### src/sdrc_map.vh
// register offsets, field positions, reset values and timing counts of the converter control
`ifndef SDRC_MAP_VH
`define SDRC_MAP_VH
`define SDRC_OFS_REGULATOR_CONTROL    6'h00
`define SDRC_OFS_GAIN_SELECT          6'h04
`define SDRC_OFS_INPUT_CONNECT_OFFSET 6'h08
`define SDRC_OFS_INPUT_CHANNEL_SELECT 6'h0C
`define SDRC_OFS_RESULT_LOW_BYTE      6'h10
`define SDRC_OFS_RESULT_MIDDLE_BYTE   6'h14
`define SDRC_OFS_RESULT_HIGH_BYTE     6'h18
`define SDRC_OFS_CONV_CONTROL_FIRST   6'h1C
`define SDRC_OFS_CONV_CONTROL_SECOND  6'h20
`define SDRC_OFS_CONV_CLOCK_SELECT    6'h24
`define SDRC_RST_REGULATOR_CONTROL    8'h00
`define SDRC_RST_CONV_CONTROL_FIRST   8'h20
`define SDRC_RST_ZERO                 8'h00
`define SDRC_REG_ENABLE_BIT           7
`define SDRC_REG_BYPASS_BIT           2
`define SDRC_REG_WRITE_MASK           8'h87
`define SDRC_GAIN_WRITE_MASK          8'h7F
`define SDRC_CONNECT_WRITE_MASK       8'h7E
`define SDRC_CR0_WRITE_MASK           8'hFC
`define SDRC_CR1_WRITE_MASK           8'hE6
`define SDRC_CLK_WRITE_MASK           8'h1F
`define SDRC_FILTER_RESET_BIT         7
`define SDRC_SLEEP_BIT                6
`define SDRC_POWER_OFF_BIT            5
`define SDRC_OSR_LSB                  2
`define SDRC_FILTER_MODE_SELECT_LSB                 5
`define SDRC_EOC_BIT                  1
`define SDRC_CLK_DIRECT_CODE          5'h1F
`define SDRC_N_LONG                   5'h1E
`define SDRC_N_SHORT                  5'h0C
`define SDRC_BASE_SHIFT               5'h07
`define SDRC_LEVEL_2V4                12'h960
`define SDRC_LEVEL_2V6                12'hA28
`define SDRC_LEVEL_2V9                12'hB54
`define SDRC_LEVEL_3V3                12'hCE4
`define SDRC_SEL_AN_FIRST             4'h0
`define SDRC_SEL_AN_SECOND            4'h1
`define SDRC_SEL_SUPPLY_TAP           4'h6
`define SDRC_SEL_TEMP_SENSOR          4'h7
`define SDRC_RESP_OKAY                2'h0
`define SDRC_RESP_SLVERR              2'h2
`endif

### src/sdrc_clk_div.v
// converter clock source strobe: system clock direct or divided by two and by divider plus one
`timescale 1ns/10ps
`include "sdrc_map.vh"
module sdrc_clk_div (
	input  wire       aclk,
	input  wire       aresetn,
	input  wire       run,
	input  wire [4:0] divider,
	output reg        source_tick
);
	reg [5:0] count;
	wire [5:0] limit;
	wire       direct;

	assign direct = (divider == `SDRC_CLK_DIRECT_CODE);
	// two times (divider plus one) system cycles per source period
	assign limit = {divider, 1'b1};

	always @(posedge aclk) begin
		if (!aresetn || !run) begin
			count       <= 6'h00;
			source_tick <= 1'b0;
		end else if (direct) begin
			count       <= 6'h00;
			source_tick <= 1'b1;
		end else if (count == limit) begin
			count       <= 6'h00;
			source_tick <= 1'b1;
		end else begin
			count       <= count + 6'h01;
			source_tick <= 1'b0;
		end
	end
endmodule

### src/sdrc_sinc.v
// decimation filter: sums the one-bit modulator stream over doubling times oversampling samples
`timescale 1ns/10ps
`include "sdrc_map.vh"
module sdrc_sinc (
	input  wire        aclk,
	input  wire        aresetn,
	input  wire        clear,
	input  wire        sample_tick,
	input  wire        modulator_bit,
	input  wire [2:0]  osr_sel,
	input  wire        doubling,
	output reg  [23:0] result,
	output reg         done
);
	reg  signed [23:0] acc;
	reg         [15:0] count;
	wire        [15:0] last;
	wire        [4:0]  shift;
	wire signed [23:0] acc_next;

	// 16384 at code 000, halving per code, doubled when sample doubling is on
	assign last     = ((16'h8000 >> osr_sel) >> (doubling ? 1'b0 : 1'b1)) - 16'h0001;
	assign shift    = `SDRC_BASE_SHIFT + {2'b00, osr_sel} + {4'h0, ~doubling};
	assign acc_next = modulator_bit ? acc + 24'sh000001 : acc - 24'sh000001;

	always @(posedge aclk) begin
		if (!aresetn || clear) begin
			acc    <= 24'sh000000;
			count  <= 16'h0000;
			result <= 24'h000000;
			done   <= 1'b0;
		end else begin
			done <= 1'b0;
			if (sample_tick) begin
				if (count == last) begin
					result <= acc_next <<< shift;
					done   <= 1'b1;
					acc    <= 24'sh000000;
					count  <= 16'h0000;
				end else begin
					acc   <= acc_next;
					count <= count + 16'h0001;
				end
			end
		end
	end
endmodule

### src/sdrc_top.v
// delta-sigma converter and regulator control with AXI4-Lite register slave
// Notes on behaviour
// - the two-bit voltage select gives 2.4V, 2.6V, 2.9V or 3.3V for codes 00 to 11.
// - the regulator is off only with converter power-off 1 and enable 0, output on with enable.
// - with enable 0 the output pin is pulled weakly low; the regulator draws nothing only with converter power-off 1.
// - bit 2 of the regulator control register turns the bypass on when 1.
// - results come at source rate over N times doubling times oversampling ratio.
// - the source clock is the system clock or system clock over two over divider plus one.
// - the source clock is divided by N of 12 or 30 chosen by the filter mode field.
// - the filter mode field chooses a sample doubling factor of 1 or 2.
// - filter mode 000 gives N 30 and doubling 2, and oversampling code 001 gives 8192.
// - each 24-bit result is read from three read-only byte registers.
// - the inputs serve as two single-ended or one differential channel.
// - a decimation filter turns the one-bit stream into 24-bit words in the result registers.
// - bits 6 to 3 of the regulator control register read as zero.
// - the positive and negative select fields route pins, sensor or supply taps.
// - converter power-off 0 means on and 1 off, and it resets to 1.
// - oversampling code 000 gives 16384, halving per code down to 128 at 111.
`timescale 1ns/10ps
`include "sdrc_map.vh"
module sdrc_top (
	input  wire        aclk,
	input  wire        aresetn,
	input  wire [5:0]  s_axi_awaddr,
	input  wire [2:0]  s_axi_awprot,
	input  wire        s_axi_awvalid,
	output wire        s_axi_awready,
	input  wire [31:0] s_axi_wdata,
	input  wire [3:0]  s_axi_wstrb,
	input  wire        s_axi_wvalid,
	output wire        s_axi_wready,
	output reg  [1:0]  s_axi_bresp,
	output reg         s_axi_bvalid,
	input  wire        s_axi_bready,
	input  wire [5:0]  s_axi_araddr,
	input  wire [2:0]  s_axi_arprot,
	input  wire        s_axi_arvalid,
	output wire        s_axi_arready,
	output reg  [31:0] s_axi_rdata,
	output reg  [1:0]  s_axi_rresp,
	output reg         s_axi_rvalid,
	input  wire        s_axi_rready,
	input  wire        modulator_bit_in,
	output wire        regulator_power_on,
	output wire        regulated_output,
	output wire        regulator_pulldown,
	output wire        regulator_bypass,
	output wire [11:0] regulator_level_mv,
	output wire        converter_active,
	output wire        converter_clock,
	output wire [2:0]  pga_gain_code,
	output wire [1:0]  adc_gain_code,
	output wire [1:0]  ref_gain_code,
	output wire        input_connect,
	output wire [1:0]  input_mux_code,
	output wire [2:0]  offset_code,
	output wire [3:0]  positive_input_route,
	output wire [3:0]  negative_input_route
);
	////////////////////////////////////////////////////////////////////////////////
	// decoding functions
	function [11:0] level_of;
		input [1:0] code;
		begin
			case (code)
				2'b00:   level_of = `SDRC_LEVEL_2V4;
				2'b01:   level_of = `SDRC_LEVEL_2V6;
				2'b10:   level_of = `SDRC_LEVEL_2V9;
				default: level_of = `SDRC_LEVEL_3V3;
			endcase
		end
	endfunction

	// one-hot route: first pin, second pin, supply tap, temperature sensor
	function [3:0] route_of;
		input [3:0] code;
		begin
			case (code)
				`SDRC_SEL_AN_FIRST:     route_of = 4'h1;
				`SDRC_SEL_AN_SECOND:    route_of = 4'h2;
				`SDRC_SEL_SUPPLY_TAP:   route_of = 4'h4;
				`SDRC_SEL_TEMP_SENSOR:  route_of = 4'h8;
				default:                route_of = 4'h0;
			endcase
		end
	endfunction

	function is_mapped;
		input [5:0] addr;
		begin
			is_mapped = (addr[1:0] == 2'b00) && (addr <= `SDRC_OFS_CONV_CLOCK_SELECT);
		end
	endfunction

	////////////////////////////////////////////////////////////////////////////////
	// registers
	reg  [7:0]  regulator_control;
	reg  [7:0]  gain_select;
	reg  [7:0]  input_connect_offset;
	reg  [7:0]  input_channel_select;
	reg  [7:0]  converter_control_first;
	reg  [7:0]  converter_control_second;
	reg  [7:0]  converter_clock_select;
	reg  [23:0] result_word;
	reg         conversion_done;

	reg         aw_held;
	reg         w_held;
	reg  [5:0]  aw_addr;
	reg  [31:0] w_data;
	reg  [3:0]  w_strb;
	reg  [1:0]  mod_sync;
	reg  [4:0]  n_count;
	reg         converter_clock_divider_tick;
	reg  [7:0]  read_byte;

	wire        write_fire;
	wire        write_lane;
	wire [7:0]  wbyte;
	wire        power_off;
	wire        filter_reset;
	wire        sleeping;
	wire [2:0]  filter_mode;
	wire        n_is_long;
	wire        doubling;
	wire [4:0]  n_last;
	wire        source_tick;
	wire [23:0] sinc_result;
	wire        sinc_done;
	wire        eoc_clear;
	wire [2:0]  osr_sel;
	wire [4:0]  clock_divider;
	wire        filter_clear;

	////////////////////////////////////////////////////////////////////////////////
	// AXI4-Lite write channel: address and data taken in either order
	assign s_axi_awready = aresetn && !aw_held && !s_axi_bvalid;
	assign s_axi_wready  = aresetn && !w_held && !s_axi_bvalid;
	assign write_fire    = aw_held && w_held && !s_axi_bvalid;
	assign write_lane    = write_fire && w_strb[0] && is_mapped(aw_addr);
	assign wbyte         = w_data[7:0];

	always @(posedge aclk) begin
		if (!aresetn) begin
			aw_held      <= 1'b0;
			w_held       <= 1'b0;
			aw_addr      <= 6'h00;
			w_data       <= 32'h00000000;
			w_strb       <= 4'h0;
			s_axi_bvalid <= 1'b0;
			s_axi_bresp  <= `SDRC_RESP_OKAY;
		end else begin
			if (s_axi_awvalid && s_axi_awready) begin
				aw_held <= 1'b1;
				aw_addr <= s_axi_awaddr;
			end
			if (s_axi_wvalid && s_axi_wready) begin
				w_held <= 1'b1;
				w_data <= s_axi_wdata;
				w_strb <= s_axi_wstrb;
			end
			if (write_fire) begin
				aw_held      <= 1'b0;
				w_held       <= 1'b0;
				s_axi_bvalid <= 1'b1;
				s_axi_bresp  <= is_mapped(aw_addr) ? `SDRC_RESP_OKAY : `SDRC_RESP_SLVERR;
			end else if (s_axi_bvalid && s_axi_bready) begin
				s_axi_bvalid <= 1'b0;
			end
		end
	end

	////////////////////////////////////////////////////////////////////////////////
	// control registers
	assign eoc_clear = write_lane && (aw_addr == `SDRC_OFS_CONV_CONTROL_SECOND)
		&& !wbyte[`SDRC_EOC_BIT];

	always @(posedge aclk) begin
		if (!aresetn) begin
			regulator_control        <= `SDRC_RST_REGULATOR_CONTROL;
			gain_select              <= `SDRC_RST_ZERO;
			input_connect_offset     <= `SDRC_RST_ZERO;
			input_channel_select     <= `SDRC_RST_ZERO;
			converter_control_first  <= `SDRC_RST_CONV_CONTROL_FIRST;
			converter_control_second <= `SDRC_RST_ZERO;
			converter_clock_select   <= `SDRC_RST_ZERO;
		end else if (write_lane) begin
			case (aw_addr)
				`SDRC_OFS_REGULATOR_CONTROL:
					regulator_control <= wbyte & `SDRC_REG_WRITE_MASK;
				`SDRC_OFS_GAIN_SELECT:
					gain_select <= wbyte & `SDRC_GAIN_WRITE_MASK;
				`SDRC_OFS_INPUT_CONNECT_OFFSET:
					input_connect_offset <= wbyte & `SDRC_CONNECT_WRITE_MASK;
				`SDRC_OFS_INPUT_CHANNEL_SELECT:
					input_channel_select <= wbyte;
				`SDRC_OFS_CONV_CONTROL_FIRST:
					converter_control_first <= wbyte & `SDRC_CR0_WRITE_MASK;
				`SDRC_OFS_CONV_CONTROL_SECOND:
					converter_control_second <= wbyte & `SDRC_CR1_WRITE_MASK
						& ~(8'h01 << `SDRC_EOC_BIT);
				`SDRC_OFS_CONV_CLOCK_SELECT:
					converter_clock_select <= wbyte & `SDRC_CLK_WRITE_MASK;
				default:
					regulator_control <= regulator_control;
			endcase
		end
	end

	// end of conversion flag: set by the filter, cleared by writing 0; set wins
	always @(posedge aclk) begin
		if (!aresetn) begin
			conversion_done <= 1'b0;
			result_word     <= 24'h000000;
		end else begin
			if (sinc_done) begin
				conversion_done <= 1'b1;
				result_word     <= sinc_result;
			end else if (eoc_clear) begin
				conversion_done <= 1'b0;
			end
		end
	end

	////////////////////////////////////////////////////////////////////////////////
	// AXI4-Lite read channel
	assign s_axi_arready = aresetn && !s_axi_rvalid;

	always @* begin
		read_byte = 8'h00;
		case (s_axi_araddr)
			`SDRC_OFS_REGULATOR_CONTROL:    read_byte = regulator_control;
			`SDRC_OFS_GAIN_SELECT:          read_byte = gain_select;
			`SDRC_OFS_INPUT_CONNECT_OFFSET: read_byte = input_connect_offset;
			`SDRC_OFS_INPUT_CHANNEL_SELECT: read_byte = input_channel_select;
			`SDRC_OFS_RESULT_LOW_BYTE:      read_byte = result_word[7:0];
			`SDRC_OFS_RESULT_MIDDLE_BYTE:   read_byte = result_word[15:8];
			`SDRC_OFS_RESULT_HIGH_BYTE:     read_byte = result_word[23:16];
			`SDRC_OFS_CONV_CONTROL_FIRST:   read_byte = converter_control_first;
			`SDRC_OFS_CONV_CONTROL_SECOND:
				read_byte = converter_control_second | {6'h00, conversion_done, 1'b0};
			`SDRC_OFS_CONV_CLOCK_SELECT:    read_byte = converter_clock_select;
			default:                        read_byte = 8'h00;
		endcase
	end

	always @(posedge aclk) begin
		if (!aresetn) begin
			s_axi_rvalid <= 1'b0;
			s_axi_rdata  <= 32'h00000000;
			s_axi_rresp  <= `SDRC_RESP_OKAY;
		end else if (s_axi_arvalid && s_axi_arready) begin
			s_axi_rvalid <= 1'b1;
			s_axi_rdata  <= {24'h000000, read_byte};
			s_axi_rresp  <= is_mapped(s_axi_araddr) ? `SDRC_RESP_OKAY : `SDRC_RESP_SLVERR;
		end else if (s_axi_rvalid && s_axi_rready) begin
			s_axi_rvalid <= 1'b0;
		end
	end

	////////////////////////////////////////////////////////////////////////////////
	// regulator
	assign power_off          = converter_control_first[`SDRC_POWER_OFF_BIT];
	assign regulator_power_on = !(power_off && !regulator_control[`SDRC_REG_ENABLE_BIT]);
	assign regulated_output   = regulator_control[`SDRC_REG_ENABLE_BIT];
	assign regulator_pulldown = !regulator_control[`SDRC_REG_ENABLE_BIT];
	assign regulator_bypass   = regulator_control[`SDRC_REG_BYPASS_BIT];
	assign regulator_level_mv = level_of(regulator_control[1:0]);

	////////////////////////////////////////////////////////////////////////////////
	// input routing and gain fields
	assign pga_gain_code        = gain_select[2:0];
	assign adc_gain_code        = gain_select[4:3];
	assign ref_gain_code        = gain_select[6:5];
	assign input_connect        = input_connect_offset[6];
	assign input_mux_code       = input_connect_offset[5:4];
	assign offset_code          = input_connect_offset[3:1];
	assign positive_input_route = route_of(input_channel_select[3:0]);
	assign negative_input_route = route_of(input_channel_select[7:4]);

	////////////////////////////////////////////////////////////////////////////////
	// converter clocking and data rate
	assign filter_reset     = converter_control_first[`SDRC_FILTER_RESET_BIT];
	assign sleeping         = converter_control_first[`SDRC_SLEEP_BIT];
	assign converter_active = !power_off && !sleeping;
	assign filter_mode      = converter_control_second[`SDRC_FILTER_MODE_SELECT_LSB +: 3];
	assign n_is_long        = !filter_mode[1];
	assign doubling         = !filter_mode[2];
	assign n_last           = (n_is_long ? `SDRC_N_LONG : `SDRC_N_SHORT) - 5'h01;
	assign converter_clock  = converter_clock_divider_tick;
	assign osr_sel          = converter_control_first[`SDRC_OSR_LSB +: 3];
	assign clock_divider    = converter_clock_select[4:0];
	// filter restarts on software reset, sleep or power-off
	assign filter_clear     = filter_reset || !converter_active;

	always @(posedge aclk) begin
		if (!aresetn) begin
			mod_sync <= 2'b00;
		end else begin
			mod_sync <= {mod_sync[0], modulator_bit_in};
		end
	end

	// converter clock is the source clock divided by N
	always @(posedge aclk) begin
		if (!aresetn || !converter_active) begin
			n_count   <= 5'h00;
			converter_clock_divider_tick <= 1'b0;
		end else begin
			converter_clock_divider_tick <= 1'b0;
			if (source_tick) begin
				if (n_count == n_last) begin
					n_count   <= 5'h00;
					converter_clock_divider_tick <= 1'b1;
				end else begin
					n_count <= n_count + 5'h01;
				end
			end
		end
	end

	sdrc_clk_div u_clk_div (
		.aclk        (aclk),
		.aresetn     (aresetn),
		.run         (converter_active),
		.divider     (clock_divider),
		.source_tick (source_tick)
	);

	sdrc_sinc u_sinc (
		.aclk          (aclk),
		.aresetn       (aresetn),
		.clear         (filter_clear),
		.sample_tick   (converter_clock_divider_tick),
		.modulator_bit (mod_sync[1]),
		.osr_sel       (osr_sel),
		.doubling      (doubling),
		.result        (sinc_result),
		.done          (sinc_done)
	);
endmodule

### config.mk
export PLATFORM = sky130hd
export DESIGN_NAME = sdrc_top
export DESIGN_NICKNAME = d
export VERILOG_FILES = /design/src/sdrc_clk_div.v /design/src/sdrc_sinc.v /design/src/sdrc_top.v
export VERILOG_INCLUDE_DIRS = /design/src
export SDC_FILE = /design/constraint.sdc
export NUM_CORES = 1
export LEC_CHECK = 0
export BUFFER_PORTS_ARGS = -buffer_cell sky130_fd_sc_hd__buf_2
export CORE_MARGIN = 2
export CORE_UTILIZATION = 59
export DETAILED_ROUTE_END_ITERATION = 10
export PLACE_DENSITY = 0.82
export SYNTH_ARGS = -nofsm -noshare
export SYNTH_HDL_FRONTEND = slang
export SYNTH_SLANG_ARGS = --single-unit
### constraint.sdc
create_clock -name aclk -period 4.05 [get_ports aclk]
set_input_delay 0.405 -clock aclk [delete_from_list [all_inputs] [get_ports aclk]]
set_output_delay 0.405 -clock aclk [all_outputs]
set_load 0.005 [all_outputs]
# == Word-level counts from Yosys, hierarchy flattened ==
# Index checks and enable logic that the tools add are counted.
# word_totals
register_bits,176
in_bits,62
output_inout_bits,80
word_cells,151
# op_classes
addsub,9
magnitude_cmp,2
n_eq_ne,27
shift,3
muxes,22
n_bitwise,4
reduce_logical,56
# op_table
cell,n
$pmux 8 s10,1
$mux 24,2
$pmux 11 s3,1
$pmux 4 s4,2
$eq 6x5->1 const B,5
$add 24x2->24 const B,1
$eq 6x4->1 const B,4
$eq 6x6->1 const B,4
$sshl 24x5->24,1
$sub 24x2->24 const B,1
$logic_and 1x1->1,20
$add 16x1->16 const B,1
$eq 16x16->1,1
$eq 4x3->1 const B,4
$mux 16,1
$reduce_and 2->1,8
$shr 16x1->16,1
$shr 16x3->16 const A,1
$sub 16x1->16 const B,1
$eq 6x3->1 const B,2
$le 6x6->1 const B,2
$logic_not 6->1,2
$logic_not 1->1,11
$mux 1,11
21 further kinds,35

# == Depth between registers and ports, before layout ==
# depth
word_depth,8
depth_mapped,18
ltp_nobuf,14

# == Hierarchy ==
# From an unflattened synthesis, not the netlist that was laid out.
# unflattened
cells_unflattened,1285
area_unflattened_um2,10882.9
# modules_own_cells
module,instances,cells_per_inst,area_per_inst_um2,seq_area_each_um2
sdrc_sinc,1,718,5525.3,1301.2
sdrc_top,1,531,5001.0,2042.0
sdrc_clk_div,1,36,356.6,140.1

# == Least setup slack after synthesis ==
# No wires, ideal clock.
# synth_timing
path_kind,register to register
from,register converter_control_first[2]
to,register u_sinc.acc[1]
setup_time_ns,0.128
arrival_ns,3.358
required_ns,3.922
setup_slack_ns,0.564
stages_incl_launch_ff,18
path_buffers,4
synth_period_minus_slack_ns,3.486
path_cell_list,dfxtp_1 inv_1 ha_1 buf_2 and2_1 o21ai_0 ha_1 buf_2 nor3b_1 mux2_2 o211ai_1 and3_1 o21ai_1 or4_1 buf_2 buf_6 a31oi_1 nor2_1
# synth_between
elab_chain_len,5
# synth_rtl
element,line,text
"start, declared",sdrc_top.v:101,reg [7:0] converter_control_first;
"start signal, assigned",sdrc_top.v:184,converter_control_first <= `SDRC_RST_CONV_CONTROL_FIRST;
"start signal, assigned",sdrc_top.v:198,converter_control_first <= wbyte & `SDRC_CR0_WRITE_MASK;
$shr 16x3->16,sdrc_sinc.v:22,assign last = ((16'h8000 >> osr_sel) >> (doubling ? 1'b0 : 1'b1)) - 16'h0001;
$shr 16x1->16,sdrc_sinc.v:22,
$sub 16x1->16,sdrc_sinc.v:22,
$eq 16x16->1,sdrc_sinc.v:35,if (count == last) begin
$mux 24,sdrc_sinc.v:35,
"end signal, assigned",sdrc_sinc.v:41,acc <= acc_next;
"end, declared",sdrc_sinc.v:15,reg signed [23:0] acc;
# Every way passes these cells.
# A chain may end at the register's enable or synchronous reset.

# == Worst setup path in the final report ==
# layout_timing
from,register converter_control_first[2]
to,register u_sinc.result[21]
# layout_between
elab_chain_len,5
elab_cells_between_ends,8
cone_classes,add/sub: 3; eq/ne: 1; shift: 3; reduce/logical: 1
# layout_rtl
element,line,text
$shr 16x3->16,sdrc_sinc.v:22,
$shr 16x1->16,sdrc_sinc.v:22,
$sub 16x1->16,sdrc_sinc.v:22,
$eq 16x16->1,sdrc_sinc.v:35,
$reduce_and 2->1 (no source line),--,
"end signal, assigned",sdrc_sinc.v:36,result <= acc_next <<< shift;
"end, declared",sdrc_sinc.v:12,"output reg [23:0] result,"
# Parallel ways exist; a longest one is shown, timed or not.

==> results.md <==
* Status: complete, no violations
* Max cap viols at 0
* Cell Pwr Density at 297 nW/um^2
* ANT nets after route at 0
* Mapped cell area at 11,200 sq um
* Number of fillers in the final layout at 1,507
* Vias per cell at 6.11
* Post-DR wirelength/cell at 17.6 um
* Final setup margin at 0.292 ns
* Worst hold path type: input pin to register
* Core Area at 18,700 sq um
* P&R area growth vs syn at 9.82%
* Gr busiest metal: met2
* First-pass GRT wire length at approximately 47,000 um
* Worst-case clock buffer depth at 2
* Post CTS Setup Buffer Count at 0
* GRT Residual Overflow at 0
* Starting density of the core at between 50% and 60%
* Antenna Cells at 0
* Clock sinks at around 170
* Resized Gates After CTS at 0
* Fin. max-slew vios at 0
* Max_slew headroom at about a third
* CP Cell Sequence: inv_1 -> ha_1 -> and2_1 -> o21ai_0 -> ha_2 -> nor3b_1 -> mux2_2 -> o211ai_1 -> and3_1 -> o21ai_1 -> nor3_2 -> buf_4 -> mux2i_1 -> o32ai_1
* Number of enable flip-flop cells after synthesis at 0
* Leakage at 4.88 nW
* Crit Path Max Fanout at 18
* Fin crit period at approximately 3.8 ns
* Routing usage on met1 at between 30 and 40%
* Largest stage delay, worst path at approximately 0.44 ns
* Post-synth ARST share at 0%
* Layout cells sized above 1 at 14.8%
* RSZ-0062 raised after global routing: false
* Num CTS Buffers at 17
* Final setup vio count at 0
* M3 GR Usage at 5.60%
* Ys flop type: dfxtp_1
* Synth top area cells: dfxtp_1 31%, mux2i_1 8.4%, nor2b_1 5.2%
* Row count at 50
* # DRC at 0
* Die H at 142 um
* CP top delay family: simple AND/OR/NAND/NOR gates
* Full die area at 20,100 sq um
* Yosys top cell area share at between 30% and 40%
* Post-synth cell types at 93
* Worst ir drop on vdd at a little under 300 uV
* Routability congestion estimate at a little over 0.9
* DRT Wirelength at 28,800 um
* Clock Pin Slew Worst Setup and Hold Paths at 0.07 ns
* Total number of vias at ~10,000
* Number of antenna violations at the first check in global routing at 0
* Fmax at 266 MHz
* Part of the Yosys area used for sequential elements at 31.0%
* Worst-Margin Slew at 0.991 ns
* H-tree levels at 4
* Final period util at 92.8%
* YS warnings at 0
* Pre-CTS setup slack at 0.311 ns
* Dpl hpwl at roughly 21,000 um
* Die extent in x at 142 um
* GRT met2 Usage at 47.9%
* Root Driver: clkbuf_16
* I/O Pins at about 140
* Worst skew pair latency at 0.44 ns
* Maximum number of pins on one net before global-route repair at 99
* Crit Path Category: register to register
* Placed insts at 1,611
* Number of global-route vias before repair at 9,376
* Final nets at between 1,000 and 1,500
* # hold bufs at CTS at 0
* CTS tree: done
* Final hold vios at 0
* Syn Area/Cell at 8.32 sq um
* Port-buffer cells at 79
* Crit. End Element: register
* Skew final at about 0.012 ns
* Cells after synthesis at 1,348
* Buf+Inv Stages, Crit Path at 2
* Synth Register Bits at 174
* Total track usage at 28.8%
* DR pass1 iterations at 5
* First DRT Iteration DRCs at 832
* Layout Cells excl Fill at 1,642
* Arr. time, crit path at 4.02 ns
* Startpoint types: register
* Final setup TNS at 0 ns
* CP max stage cell: dfxtp_1
* CP required at ~4.3 ns
* Area leader, netlist: dfxtp_1
[sequential cells by signal, summed over array words and instances (netlist names), 2 cells and up]
signal,flops
result_word,24
input_channel_select,8
u_sinc.count,16
u_sinc.acc,24
u_sinc.result,24
n_count,5
gain_select,7
w_data,8
mod_sync,2
converter_control_first,6
aw_addr,6
converter_control_second,4
converter_clock_select,5
input_connect_offset,6
u_clk_div.count,6
regulator_control,4
s_axi_rdata,8
[path summary, 6_finish.rpt]
check	from	end	slack, ns	cells after the start
setup / recovery	converter_control_first[2]	u_sinc.result[21]	0.29	14
hold / removal	modulator_bit_in	mod_sync[0]	0.18	2
setup reg to reg	converter_control_first[2]	u_sinc.result[21]	0.29	14
hold reg to reg	mod_sync[0]	mod_sync[1]	0.45	1
[layer usage]
layer | share of wire, % | vias up
met5 | 0 | -
met3 | 6.1 | 93
li1 | - | 4849
met4 | 4.2 | 0
met2 | 47 | 383
met1 | 43 | 4708
[logic make-up after synthesis]
kind of cell,synth area share [%]
other cells,0.0669
fa+ha+maj,4.53
compound gates,18.7
flops,31.0
xor+xnor,4.45
buf+inv,6.14
mux,11.3
simple gates,23.8
[cell type report]
class                           count  area (sq um)  share of cell area, %
Clock buffer                       17           425                   3.45
Clock inverter                     14           175                   1.42
Sequential cell                   174          3480                   28.3
Tap cell                          234           293                   2.38
Multi-Input combinational cell   1059          7170                   58.2
Inverter                           29           109                  0.883
Timing Repair Buffer              115           666                   5.40
[cell usage after synthesis, types with 14 or more instances]
library cell	count
dfxtp_1	174
nand2_1	129
nor2_1	126
mux2i_1	94
nor2b_1	93
a21oi_1	76
clkbuf_1	64
o21ai_0	50
nand3_1	46
ha_1	39
buf_4	32
xor2_1	30
inv_1	29
xnor2_1	27
nor3_1	23
and3_1	15
a31oi_1	14
nand4_1	14
[stage by stage]
stage	utilization [%]	hold slack, ns	power [mW]	cell area (sq um)
floorplan	-	0.412	1.96	11300
global placement	62.7	0.415	2.00	11700
detailed placement	62.7	0.437	2.01	11700
CTS	65.9	0.172	3.67	12300
global route	65.9	0.177	3.78	12300
finish	65.9	0.176	3.66	12300
[cells in the final DEF, fill, tap and decap left out, types with 10 or more instances in the layout]
cell type    n
dfxtp_1    174
o21ai_0     50
a21boi_0    11
buf_4       36
nand4_1     14
a21o_1      12
nor2_1     126
nand2b_1    13
nand2_1    129
nand3_1     46
xor2_1      30
nor3_1      22
xnor2_1     25
and3_1      15
a31oi_1     14
nor2b_1     93
mux2i_1     94
mux4_2      10
inv_1       29
conb_1      29
clkbuf_16   17
a21oi_1     76
and2_1      10
ha_1        38
a22oi_1     13
buf_2       79
[where the power goes]
group | internal, mW | total [mW] | switching, mW
logic | 0.0938 | 0.236 | 0.142
clock network | 0.881 | 1.69 | 0.805
registers | 1.72 | 1.74 | 0.0158
total | 2.70 | 3.66 | 0.963
Note: power is estimated with default switching activity, not from simulation.
